$ cat src/cis_map.svh
// Purpose: register offsets, fields and reset values of the sequencer
// Assumes: APB byte addresses, one 32-bit word per register
// Notes: definitions only
`ifndef CIS_MAP_SVH
`define CIS_MAP_SVH

// ********************
// Offsets
// ********************
`define CIS_OFF_CTRL 8'h00
`define CIS_OFF_OVS 8'h04
`define CIS_OFF_ACQ 8'h08
`define CIS_OFF_STAT 8'h0c
`define CIS_OFF_RES 8'h10
`define CIS_OFF_INIT 8'h14
`define CIS_OFF_FIN 8'h18
`define CIS_OFF_LEN 8'h1c

// ********************
// Fields
// ********************
`define CIS_CTRL_CONT 0
`define CIS_CTRL_OCS 1
`define CIS_CTRL_BIP 2
`define CIS_CTRL_TWOS 3
`define CIS_STAT_NEW 3
`define CIS_STAT_CFG 4

// ********************
// Reset values
// ********************
`define CIS_CTRL_RST 4'h0
`define CIS_OVS_RST 9'h010
`define CIS_ACQ_RST 8'h10

`endif

$ cat src/cis_pkg.sv
// Purpose: types shared by the sequencer
// Assumes: nothing
// Notes: phase encoding shows in the status register
package cis_pkg;
  typedef enum logic [2:0] {
    CIS_HOLD,
    CIS_RST,
    CIS_ACQ,
    CIS_INIT,
    CIS_TRACK,
    CIS_FINAL
  } cis_state_t;
endpackage

$ cat src/cis_seq.sv
// Purpose: integration cycle sequencer with APB registers
// Assumes: track_data comes from logic on pclk
// Notes: one wait state on every APB access
`timescale 1ns/1ns
`include "cis_map.svh"

module cis_seq
  import cis_pkg::*;
#(
  parameter int DATA_W = 20,
  parameter int ACC_W = 30,
  parameter int FS_CODE = 262143
)
(
  input wire logic pclk,
  input wire logic presetn,
  input wire logic psel,
  input wire logic penable,
  input wire logic pwrite,
  input wire logic [7:0] paddr,
  input wire logic [31:0] pwdata,
  output logic [31:0] prdata,
  output logic pready,
  output logic pslverr,
  input wire logic final_sample_start_n,
  input wire logic signed [DATA_W-1:0] track_data,
  output logic cap_reset,
  output logic rate_clear,
  output logic sampling,
  output logic result_valid,
  output logic [31:0] result
);

  // ********************
  // Strobe synchroniser
  // ********************
  logic strb_s1_r;
  logic strb_s2_r;
  logic strb_s3_r;

  always_ff @(posedge pclk or negedge presetn)
  begin
    if (!presetn)
    begin
      strb_s1_r <= 1'b1;
      strb_s2_r <= 1'b1;
      strb_s3_r <= 1'b1;
    end
    else
    begin
      strb_s1_r <= final_sample_start_n;
      strb_s2_r <= strb_s1_r;
      strb_s3_r <= strb_s2_r;
    end
  end

  // Low level is active; the edge marks the start
  wire strb_act = ~strb_s2_r;
  wire strb_fall = strb_s3_r & ~strb_s2_r;

  // ********************
  // APB decode
  // ********************
  logic [3:0] ctrl_r;
  logic [8:0] ovs_r;
  logic [7:0] acq_r;
  logic new_r;
  logic pready_r;
  logic pslverr_r;
  logic [31:0] prdata_r;

  wire acc_ph = psel & penable & ~pready_r;
  wire done_ph = psel & penable & pready_r;
  wire hit_ctrl = paddr == `CIS_OFF_CTRL;
  wire hit_ovs = paddr == `CIS_OFF_OVS;
  wire hit_acq = paddr == `CIS_OFF_ACQ;
  wire hit_stat = paddr == `CIS_OFF_STAT;
  wire hit_res = paddr == `CIS_OFF_RES;
  wire hit_init = paddr == `CIS_OFF_INIT;
  wire hit_fin = paddr == `CIS_OFF_FIN;
  wire hit_len = paddr == `CIS_OFF_LEN;
  wire hit_any = hit_ctrl | hit_ovs | hit_acq | hit_stat | hit_res | hit_init | hit_fin | hit_len;
  wire wr_ok = done_ph & pwrite & hit_any;
  wire rd_res = done_ph & ~pwrite & hit_res;

  wire mode_cont = ctrl_r[`CIS_CTRL_CONT];
  wire bipolar = ctrl_r[`CIS_CTRL_BIP];
  wire twos = ctrl_r[`CIS_CTRL_TWOS];
  // Straight binary cannot carry a signed bipolar difference
  wire cfg_err = ctrl_r[`CIS_CTRL_OCS] & bipolar & ~twos;
  wire ocs_on = ctrl_r[`CIS_CTRL_OCS] & ~cfg_err;

  // ********************
  // Sequencer state
  // ********************
  cis_state_t state_r;
  cis_state_t state_nxt;
  logic [8:0] cnt_r;
  logic [8:0] cnt_nxt;
  logic [8:0] m_lat_r;
  logic [7:0] k_lat_r;
  logic [31:0] ncnt_r;
  logic [31:0] len_r;
  logic signed [ACC_W-1:0] init_acc_r;
  logic signed [ACC_W-1:0] fin_acc_r;
  logic signed [ACC_W-1:0] init_pt_r;
  logic signed [ACC_W-1:0] fin_pt_r;
  logic [31:0] res_r;
  logic cap_reset_r;
  logic rate_clear_r;
  logic sampling_r;
  logic result_valid_r;

  // Zero counts would stretch a phase to a full counter wrap
  wire [8:0] m_req = (ovs_r == 9'h000) ? 9'h001 : ovs_r;
  wire [7:0] k_req = (acq_r == 8'h00) ? 8'h01 : acq_r;

  wire signed [ACC_W-1:0] smp = ACC_W'(track_data);
  wire cnt_m_end = cnt_r == (m_lat_r - 9'h001);
  wire cnt_k_end = cnt_r == {1'b0, k_lat_r - 8'h01};
  wire fin_end = (state_r == CIS_FINAL) & cnt_m_end;
  wire go_hold = fin_end & (strb_act | ~mode_cont);

  always_comb
  begin
    state_nxt = state_r;
    cnt_nxt = cnt_r + 9'h001;
    unique case (state_r)
      CIS_HOLD:
      begin
        cnt_nxt = 9'h000;
        // New integration only once the strobe is released
        if (!strb_act)
          state_nxt = CIS_RST;
      end
      CIS_RST:
      begin
        cnt_nxt = 9'h001;
        if (k_req == 8'h01)
        begin
          state_nxt = CIS_INIT;
          cnt_nxt = 9'h000;
        end
        else
          state_nxt = CIS_ACQ;
      end
      CIS_ACQ:
      begin
        if (cnt_k_end)
        begin
          state_nxt = CIS_INIT;
          cnt_nxt = 9'h000;
        end
      end
      CIS_INIT:
      begin
        if (cnt_m_end)
        begin
          state_nxt = CIS_TRACK;
          cnt_nxt = 9'h000;
        end
      end
      CIS_TRACK:
      begin
        cnt_nxt = 9'h000;
        if (strb_fall)
          state_nxt = CIS_FINAL;
      end
      CIS_FINAL:
      begin
        if (cnt_m_end)
        begin
          cnt_nxt = 9'h000;
          if (go_hold)
            state_nxt = CIS_HOLD;
          else
            state_nxt = CIS_RST;
        end
      end
    endcase
  end

  always_ff @(posedge pclk or negedge presetn)
  begin
    if (!presetn)
    begin
      state_r <= CIS_HOLD;
      cnt_r <= 9'h000;
    end
    else
    begin
      state_r <= state_nxt;
      cnt_r <= cnt_nxt;
    end
  end

  // M and K are frozen for the whole cycle
  always_ff @(posedge pclk or negedge presetn)
  begin
    if (!presetn)
    begin
      m_lat_r <= 9'h001;
      k_lat_r <= 8'h01;
    end
    else if (state_r == CIS_RST)
    begin
      m_lat_r <= m_req;
      k_lat_r <= k_req;
    end
  end

  // Cycle length N as set by the strobe timing
  always_ff @(posedge pclk or negedge presetn)
  begin
    if (!presetn)
    begin
      ncnt_r <= 32'h0;
      len_r <= 32'h0;
    end
    else if (state_r == CIS_RST)
      ncnt_r <= 32'h1;
    else if (state_r != CIS_HOLD)
    begin
      ncnt_r <= ncnt_r + 32'h1;
      if (fin_end)
        len_r <= ncnt_r + 32'h1;
    end
  end

  // ********************
  // Data points
  // ********************
  wire signed [ACC_W-1:0] fin_sum = fin_acc_r + smp;
  wire signed [ACC_W-1:0] diff = ocs_on ? fin_sum - init_acc_r : fin_sum;
  wire signed [ACC_W-1:0] hi_uni = ACC_W'(FS_CODE) * ACC_W'(m_lat_r);
  wire signed [ACC_W-1:0] hi_lim = bipolar ? (hi_uni >>> 1) : hi_uni;
  wire signed [ACC_W-1:0] lo_uni = -(hi_uni >>> 8);
  wire signed [ACC_W-1:0] lo_bip = -(hi_lim + (hi_lim >>> 7));
  wire signed [ACC_W-1:0] lo_lim = bipolar ? lo_bip : lo_uni;
  wire signed [ACC_W-1:0] clip = (diff > hi_lim) ? hi_lim : (diff < lo_lim) ? lo_lim : diff;
  wire [31:0] clip_w = 32'(clip);
  // Straight binary is offset binary: flip the sign bit
  wire [31:0] res_fmt = twos ? clip_w : {~clip_w[31], clip_w[30:0]};

  always_ff @(posedge pclk or negedge presetn)
  begin
    if (!presetn)
    begin
      init_acc_r <= '0;
      fin_acc_r <= '0;
    end
    else
    begin
      if (state_r == CIS_RST)
        init_acc_r <= '0;
      else if (state_r == CIS_INIT)
        init_acc_r <= init_acc_r + smp;
      if (state_r == CIS_TRACK)
        fin_acc_r <= '0;
      else if (state_r == CIS_FINAL)
        fin_acc_r <= fin_sum;
    end
  end

  always_ff @(posedge pclk or negedge presetn)
  begin
    if (!presetn)
    begin
      init_pt_r <= '0;
      fin_pt_r <= '0;
      res_r <= 32'h0;
      result_valid_r <= 1'b0;
    end
    else
    begin
      result_valid_r <= fin_end;
      if (fin_end)
      begin
        init_pt_r <= init_acc_r;
        fin_pt_r <= fin_sum;
        res_r <= res_fmt;
      end
    end
  end

  // ********************
  // Analog controls
  // ********************
  always_ff @(posedge pclk or negedge presetn)
  begin
    if (!presetn)
    begin
      cap_reset_r <= 1'b1;
      rate_clear_r <= 1'b1;
      sampling_r <= 1'b0;
    end
    else
    begin
      // Discharge in the first acquisition period and while held
      cap_reset_r <= (state_nxt == CIS_RST) | (state_nxt == CIS_HOLD);
      // Rate survives a normal continuous turnaround
      rate_clear_r <= (fin_end & strb_act) | ((state_r == CIS_HOLD) & strb_act);
      sampling_r <= (state_nxt == CIS_INIT) | (state_nxt == CIS_FINAL);
    end
  end

  // ********************
  // Registers
  // ********************
  wire [31:0] stat_w = {27'h0, cfg_err, new_r, state_r};
  wire [31:0] rd_mux = hit_ctrl ? {28'h0, ctrl_r} :
                       hit_ovs ? {23'h0, ovs_r} :
                       hit_acq ? {24'h0, acq_r} :
                       hit_stat ? stat_w :
                       hit_res ? res_r :
                       hit_init ? 32'(init_pt_r) :
                       hit_fin ? 32'(fin_pt_r) :
                       hit_len ? len_r : 32'h0;

  always_ff @(posedge pclk or negedge presetn)
  begin
    if (!presetn)
    begin
      ctrl_r <= `CIS_CTRL_RST;
      ovs_r <= `CIS_OVS_RST;
      acq_r <= `CIS_ACQ_RST;
    end
    else if (wr_ok)
    begin
      if (hit_ctrl)
        ctrl_r <= pwdata[3:0];
      if (hit_ovs)
        ovs_r <= pwdata[8:0];
      if (hit_acq)
        acq_r <= pwdata[7:0];
    end
  end

  // New result flag: a fresh result beats the read that clears it
  always_ff @(posedge pclk or negedge presetn)
  begin
    if (!presetn)
      new_r <= 1'b0;
    else if (fin_end)
      new_r <= 1'b1;
    else if (rd_res)
      new_r <= 1'b0;
  end

  always_ff @(posedge pclk or negedge presetn)
  begin
    if (!presetn)
    begin
      pready_r <= 1'b0;
      pslverr_r <= 1'b0;
      prdata_r <= 32'h0;
    end
    else
    begin
      pready_r <= acc_ph;
      pslverr_r <= acc_ph & ~hit_any;
      if (acc_ph & ~pwrite)
        prdata_r <= rd_mux;
    end
  end

  assign prdata = prdata_r;
  assign pready = pready_r;
  assign pslverr = pslverr_r;
  assign cap_reset = cap_reset_r;
  assign rate_clear = rate_clear_r;
  assign sampling = sampling_r;
  assign result_valid = result_valid_r;
  assign result = res_r;

endmodule

$ cat config.mk
export PLATFORM = sky130hd
export DESIGN_NAME = cis_seq
export DESIGN_NICKNAME = d
export VERILOG_FILES = /design/src/cis_pkg.sv /design/src/cis_seq.sv
export VERILOG_INCLUDE_DIRS = /design/src
export SDC_FILE = /design/constraint.sdc
export NUM_CORES = 1
export LEC_CHECK = 0
export BUFFER_PORTS_ARGS = -buffer_cell sky130_fd_sc_hd__buf_2
export CELL_PAD_IN_SITES_DETAIL_PLACEMENT = 1
export CELL_PAD_IN_SITES_GLOBAL_PLACEMENT = 2
export CORE_UTILIZATION = 30
export DETAILED_ROUTE_END_ITERATION = 16
export PLACE_DENSITY = 0.71
export SYNTH_ARGS = -nofsm -noshare
export SYNTH_HDL_FRONTEND = slang
export SYNTH_SLANG_ARGS = --single-unit
$ cat constraint.sdc
create_clock -name pclk -period 23.7 [get_ports pclk]
set_input_delay 3.555 -clock pclk [delete_from_list [all_inputs] [get_ports pclk]]
set_output_delay 3.555 -clock pclk [all_outputs]
set_load 0.01 [all_outputs]
After elaboration in Yosys (flattened, before gate mapping)
Index checks and enable logic that the tools add are counted.
{ "totals": {"reg_bits": 308, "input_bits": 66, "output_inout_bits": 70, "wordCells": 145} }
{ "classes": {"add_sub_neg": 10, "n_mul": 1, "magnitude_cmp": 2, "eq_ne": 18, "muxes": 36, "bitwise_logic": 37, "reduce_logical": 16} }
{ "ops": {"columns": ["op", "n"], "rows": [
  ["two-way mux 32 bit", 11],
  ["two-way mux 30 bit", 8],
  ["adder 30 x 20 -> 30 bit", 2],
  ["one-hot mux 9 bit (4 select lines)", 1],
  ["adder 32 x 1 -> 32 bit, second input constant", 1],
  ["== test 8 x 5 -> 1 bit, second input constant", 4],
  ["greater-than comparator 30 x 28 -> 1 bit", 1],
  ["< comparator 30 bit", 1],
  ["negator 19 -> 30 bit", 1],
  ["negator 28 -> 30 bit", 1],
  ["subtractor 30 bit", 1],
  ["adder 27 x 20 -> 28 bit", 1],
  ["multiplier 18 x 9 -> 27 bit, first input constant", 1],
  ["two-way mux 27 bit", 1],
  ["two-way mux 9 bit", 3],
  ["one-hot mux 3 bit (6 select lines)", 1],
  ["AND 1 bit", 17],
  ["== test 8 x 4 -> 1 bit, second input constant", 2],
  ["logical NOT 8 bit", 2],
  ["two-way mux 3 bit", 5],
  ["bitwise OR 1 bit", 11],
  ["adder 9 x 1 -> 9 bit, second input constant", 1],
  ["== test 3 x 2 -> 1 bit, second input constant", 3],
  ["== test 3 bit, second input constant", 3],
  ["17 further kinds", 37]
]} }

Logic depth before layout (Yosys ltp)
{ "logic_depth": {"ltp_word": 10, "depth_mapped": 43, "depth_no_buf": 40} }

Worst setup path after synthesis
Ideal clock, no wire load.
{ "synth_path": {"kind": "input to register", "start": "in track_data[0]", "end": "reg res_r[0] (netlist: result[0])", "setup_time_ps": 77, "t_arrival_ps": 9846, "required_time_ps": 23623, "path_slack_ps": 13776, "cell_stages": 34, "path_buffers": 2, "cell_sequence": "ha_1 > fa_1 > a211oi_1 > o211a_1 > o21bai_1 > a21oi_1 > o21bai_1 > a2111oi_0 > nor3_1 > xnor2_1 > inv_1 > ha_1 > clkbuf_1 > a31o_2 > a211o_1 > o21ai_0 > nand2_1 > a21o_1 > a21o_1 > xnor2_1 > o21ai_0 > ha_1 > a21o_1 > a21o_1 > a21o_1 > a21oi_1 > a21oi_1 > o21a_1 > nor3b_1 > a21oi_1 > clkbuf_1 > mux2i_1 > mux2i_1 > a21oi_1"} }
{ "synth_between": {"elab_chain_len": 7, "word_cells_on_any_way": 8, "classes_between": "add/sub: 2; order compare: 2; mux: 4"} }
{ "synth_lines": {"columns": ["element", "line", "source"], "rows": [
  ["from (decl)", "cis_seq.sv:26", "input wire logic signed [DATA_W-1:0] track_data,"],
  ["adder 30 x 20 -> 30 bit *", "cis_seq.sv:233", "wire signed [ACC_W-1:0] fin_sum = fin_acc_r + smp;"],
  ["via fin_sum[14]", "cis_seq.sv:233", null],
  ["subtractor 30 bit", "cis_seq.sv:234", "wire signed [ACC_W-1:0] diff = ocs_on ? fin_sum - init_acc_r : fin_sum;"],
  ["two-way mux 30 bit *", "cis_seq.sv:234", null],
  ["< comparator 30 bit", "cis_seq.sv:240", "wire signed [ACC_W-1:0] clip = (diff > hi_lim) ? hi_lim : (diff < lo_lim) ? lo_lim : diff;"],
  ["two-way mux 30 bit", "cis_seq.sv:240", null],
  ["two-way mux 30 bit *", "cis_seq.sv:240", null],
  ["two-way mux 32 bit *", "cis_seq.sv:243", "wire [31:0] res_fmt = twos ? clip_w : {~clip_w[31], clip_w[30:0]};"],
  ["to (signal assigned)", "cis_seq.sv:281", "res_r <= res_fmt;"],
  ["to (decl)", "cis_seq.sv:108", "logic [31:0] res_r;"]
]} }
The timed path passes the listed nets; every way through them passes the cells marked *.
A chain may end at the register's enable or synchronous reset.

Final worst setup path
{ "layout_path": {"start": "in track_data[0]", "end": "reg res_r[7] (netlist: result[7])"} }
The elaborated chain is that of the path after synthesis.

==> metrics.log <==
[metrics] Die Footprint: 84200 um2
[metrics] Detail Placement HPWL: 67.3 mm
[metrics] wire length of the first global-routing pass: around 140 mm
[metrics] Clock Pin Slew Worst Setup and Hold Paths: 60 ps
[metrics] hold buffer count at CTS: 0
[metrics] maximum number of pins on one net before global-route repair: roughly 140
[metrics] nets in the synthesized netlist: 3217
[metrics] number of gates given a new drive strength after cts: 0
[metrics] LEAKAGE: 13.3 nW
[metrics] global-route congestion overflow total: 0
[metrics] total area of sequential cells: slightly below 8000 um2
[metrics] worst min-delay path class: reg2reg
[metrics] number of global-route vias before repair: 23228
[metrics] worst stage delay on the critical path: around 670 ps
[metrics] starting density of the core: 0.303
[metrics] startpoint-to-endpoint class of the critical path: in2reg
[metrics] area fraction of the dominant cell type after synthesis: 0.299
[metrics] total number of clock tree sinks: 307
[metrics] placed cell count: between 3000 and 4000
[metrics] number of nets still failing antenna checks after routing: 0
[metrics] kind of end point of the critical path: flop
[metrics] Synth area leaders: sky130_fd_sc_hd__dfrtp_1, sky130_fd_sc_hd__ha_1, sky130_fd_sc_hd__nand2_1
[metrics] average detailed-routed wire length per instance: 21.6 um
[metrics] Boundary Pins: 136
[metrics] post-CTS setup-driven buffer insertion count: 0
[metrics] instance count of the mapped netlist: about 2900
[metrics] Port-buffer cells: 112
[metrics] overall power consumption: 3.31 mW
[metrics] required time of the worst setup path: between 20000 and 25000 ps
[metrics] number of vias in the routed layout: 21924
[metrics] result of the run: complete, no violations
[metrics] Peak Freq: 86.9 MHz
[metrics] time the worst path needs with I/O delays and setup: 11510 ps
[metrics] placement-stage cell area: around 27000 um2
[metrics] CTS buffer count: 41
[metrics] primary flip-flop cell chosen by synthesis mapping: sky130_fd_sc_hd__dfrtp_1
[metrics] drt total wl: 87.0 mm
[metrics] non-filler instance count after layout: 4030
[metrics] worst relative slew slack: 0.0402
[metrics] Netlist cell types: 92
[metrics] summed negative setup slack over all endpoints: 0 ps
[metrics] DRT Pass-1 Iters: 5
[metrics] number of buffers between clock root and the deepest sink: 3
[metrics] Crit-path slowest cell: sky130_fd_sc_hd__o21ai_0
[metrics] filler instances: 9570
[metrics] core occupancy in the finished layout: 0.341
[metrics] floorplan core area: 82100 um2
[metrics] number of register bits inferred by synthesis: about 300
[metrics] unrepaired setup endpoints after global routing: false
[metrics] final RePlAce weighted congestion: 0.883
[metrics] Final Hold Violating Endpoints: 0
[metrics] TritonCTS clock tree: done
[metrics] area growth from synthesis to layout: 12.3%
[metrics] share of cells above drive strength 1: 0.106
[metrics] total routing resource utilization after global routing: 0.205
[metrics] number of nets in the finished design: 3275
[metrics] horizontal die dimension: about 290 um
[metrics] DRC violation total after the first TritonRoute iteration: 1196
[metrics] H-Tree Level Count: 2
[metrics] final clock period utilization by the worst path: 0.486
[metrics] CP Data Arrival Time: 12010 ps
[metrics] number of design rule violations left after detail routing: 0
[metrics] average size of a mapped cell: 8.68 um2
[metrics] share of the yosys chip area belonging to registers: 0.309
[metrics] slew at the pin closest to its max-slew limit: around 1400 ps
[metrics] worst-case clock skew: 29.1 ps
[metrics] clock network latency to the later pin of the worst-skew pair: 580 ps
[metrics] number of antenna violations at the first check in global routing: 5
[metrics] number of rows created at floorplan: 105
[metrics] CTS root buf: sky130_fd_sc_hd__clkbuf_16
[metrics] cell area after synthesis: 24900 um2
[metrics] critical-path maximum fanout: 35
[metrics] max-cap viol count: 0
[metrics] count of flip-flops with a built-in enable after synthesis: 0
[metrics] PwrDens: 118 nW/um2
[metrics] crit path launch type: input pin
[metrics] cell area after layout: 28000 um2
[metrics] Yosys warning total: 0
[metrics] Synth async-reset ratio: 1.00
[metrics] routed vias/inst: roughly 5.4
[metrics] Die H: 290 um
[metrics] number of max-slew violations in the final report: 0
[metrics] number of failing setup endpoints in the final timing report: 0
[metrics] Yosys top cell by area: sky130_fd_sc_hd__dfrtp_1
[metrics] multi-input gate area in the final layout: about 16000 um2
[metrics] worst vdd rail ir drop: ~0.06 mV
worst max-delay path: cells and delay by family:
| family | cells | cell delay, ps |
|---|---|---|
| AOI/OAI and AO/OA | 16 | 4180 |
| xor gates and xnor gates | 2 | 280 |
| adders and majority gates | 4 | 1290 |
| buffers and inverters | 4 | 720 |
| muxes | 1 | 390 |
| and+or+nand+nor | 6 | 1550 |
Yosys cell counts (all sizes together) (25+ instances only):
library cell,n
a21o,86
a21oi,177
a22o,45
a31oi,29
and3,46
clkbuf,104
dfrtp,298
fa,36
ha,246
inv,157
mux2,41
mux2i,46
nand2,407
nand3,57
nor2,169
nor3,39
o211ai,28
o21a,25
o21ai,254
o31ai,34
xnor2,116
xor2,59
registers in the layout, indices dropped and copies added (netlist names), 9 cells and up:
signal,flops
fin_acc_r,30
len_r,32
prdata,32
m_lat_r,9
init_pt_r,30
ncnt_r,32
cnt_r,9
fin_pt_r,30
result,31
ovs_r,9
init_acc_r,30
cell families (layout without fill, tap and decap cells):
logic type	after synthesis	in the layout	synth area share
AO/OA/AOI/OAI	839	839	0.219
XOR/XNOR	175	175	0.0618
adder cells (fa/ha/maj)	282	282	0.153
buffers and inverters	283	371	0.0439
flip-flops	307	307	0.309
multiplexers	103	103	0.0515
other	0	3	0
AND/OR/NAND/NOR	880	880	0.162
where the power goes:
group          switching, mW  total [mW]  internal, mW
registers              0.143       0.801         0.658
logic                   1.17        1.87         0.701
clock network          0.261       0.640         0.379
total                   1.57        3.31          1.74
cell type report:
type,instances,area share
Timing Repair Buffer,140,0.0284
Clock inverter,14,0.00689
Multi-Input combinational cell,2279,0.578
Tap cell,1070,0.0479
Antenna cell,3,0.000268
Sequential cell,307,0.275
Inverter,158,0.0213
Clock buffer,59,0.0420
layer usage:
metal,vias up,GRT usage,part of all wire
met4,0,0.0571,0.026
met5,-,0,0
li1,10420,-,-
met3,109,0.0207,0.033
met1,11076,0.283,0.47
met2,319,0.340,0.47
metrics by stage:
stage	setup WS, ps	hold slack, ps
after floorplan	13780	345
after global placement	11840	348
after detailed placement	11690	357
after CTS	12050	366
after global routing	11330	372
final	12190	362
cells in the final DEF, fill, tap and decap left out, drive strengths merged, types with 12 or more instances in the layout:
master,netlist,layout
or3,17,17
mux4,16,16
fa,36,36
and2,20,20
o21ai,254,254
dfrtp,298,298
o21a,25,25
nor2,169,169
inv,157,160
nand3,57,57
a211oi,24,24
nor2b,24,24
a211o,15,15
nor3,39,39
xor2,59,59
a21oi,177,177
o21bai,12,12
nor4,16,16
ha,246,246
o221ai,15,15
nand2,407,407
a22o,45,45
o211ai,28,28
mux2,41,41
buf,21,140
a31oi,29,29
mux2i,46,46
nand4,24,24
o31ai,34,34
nand2b,23,23
clkbuf,104,59
xnor2,116,116
a21o,86,86
and3,46,46
path summary, 6_finish.rpt:
check | startpoint | endpoint | slack, ps | cells past startpoint
min reg2reg | strb_s1_r | strb_s2_r | 360 | 0
min | strb_s1_r | strb_s2_r | 360 | 0
max | track_data[0] | result[7] | 12190 | 33
max in group asynchronous | presetn | init_acc_r[24] | 18330 | 3
max reg2reg | m_lat_r[8] | result[31] | 12280 | 36
min in group asynchronous | presetn | k_lat_r[2] | 3020 | 1
(Power assumes the default switching activity.)
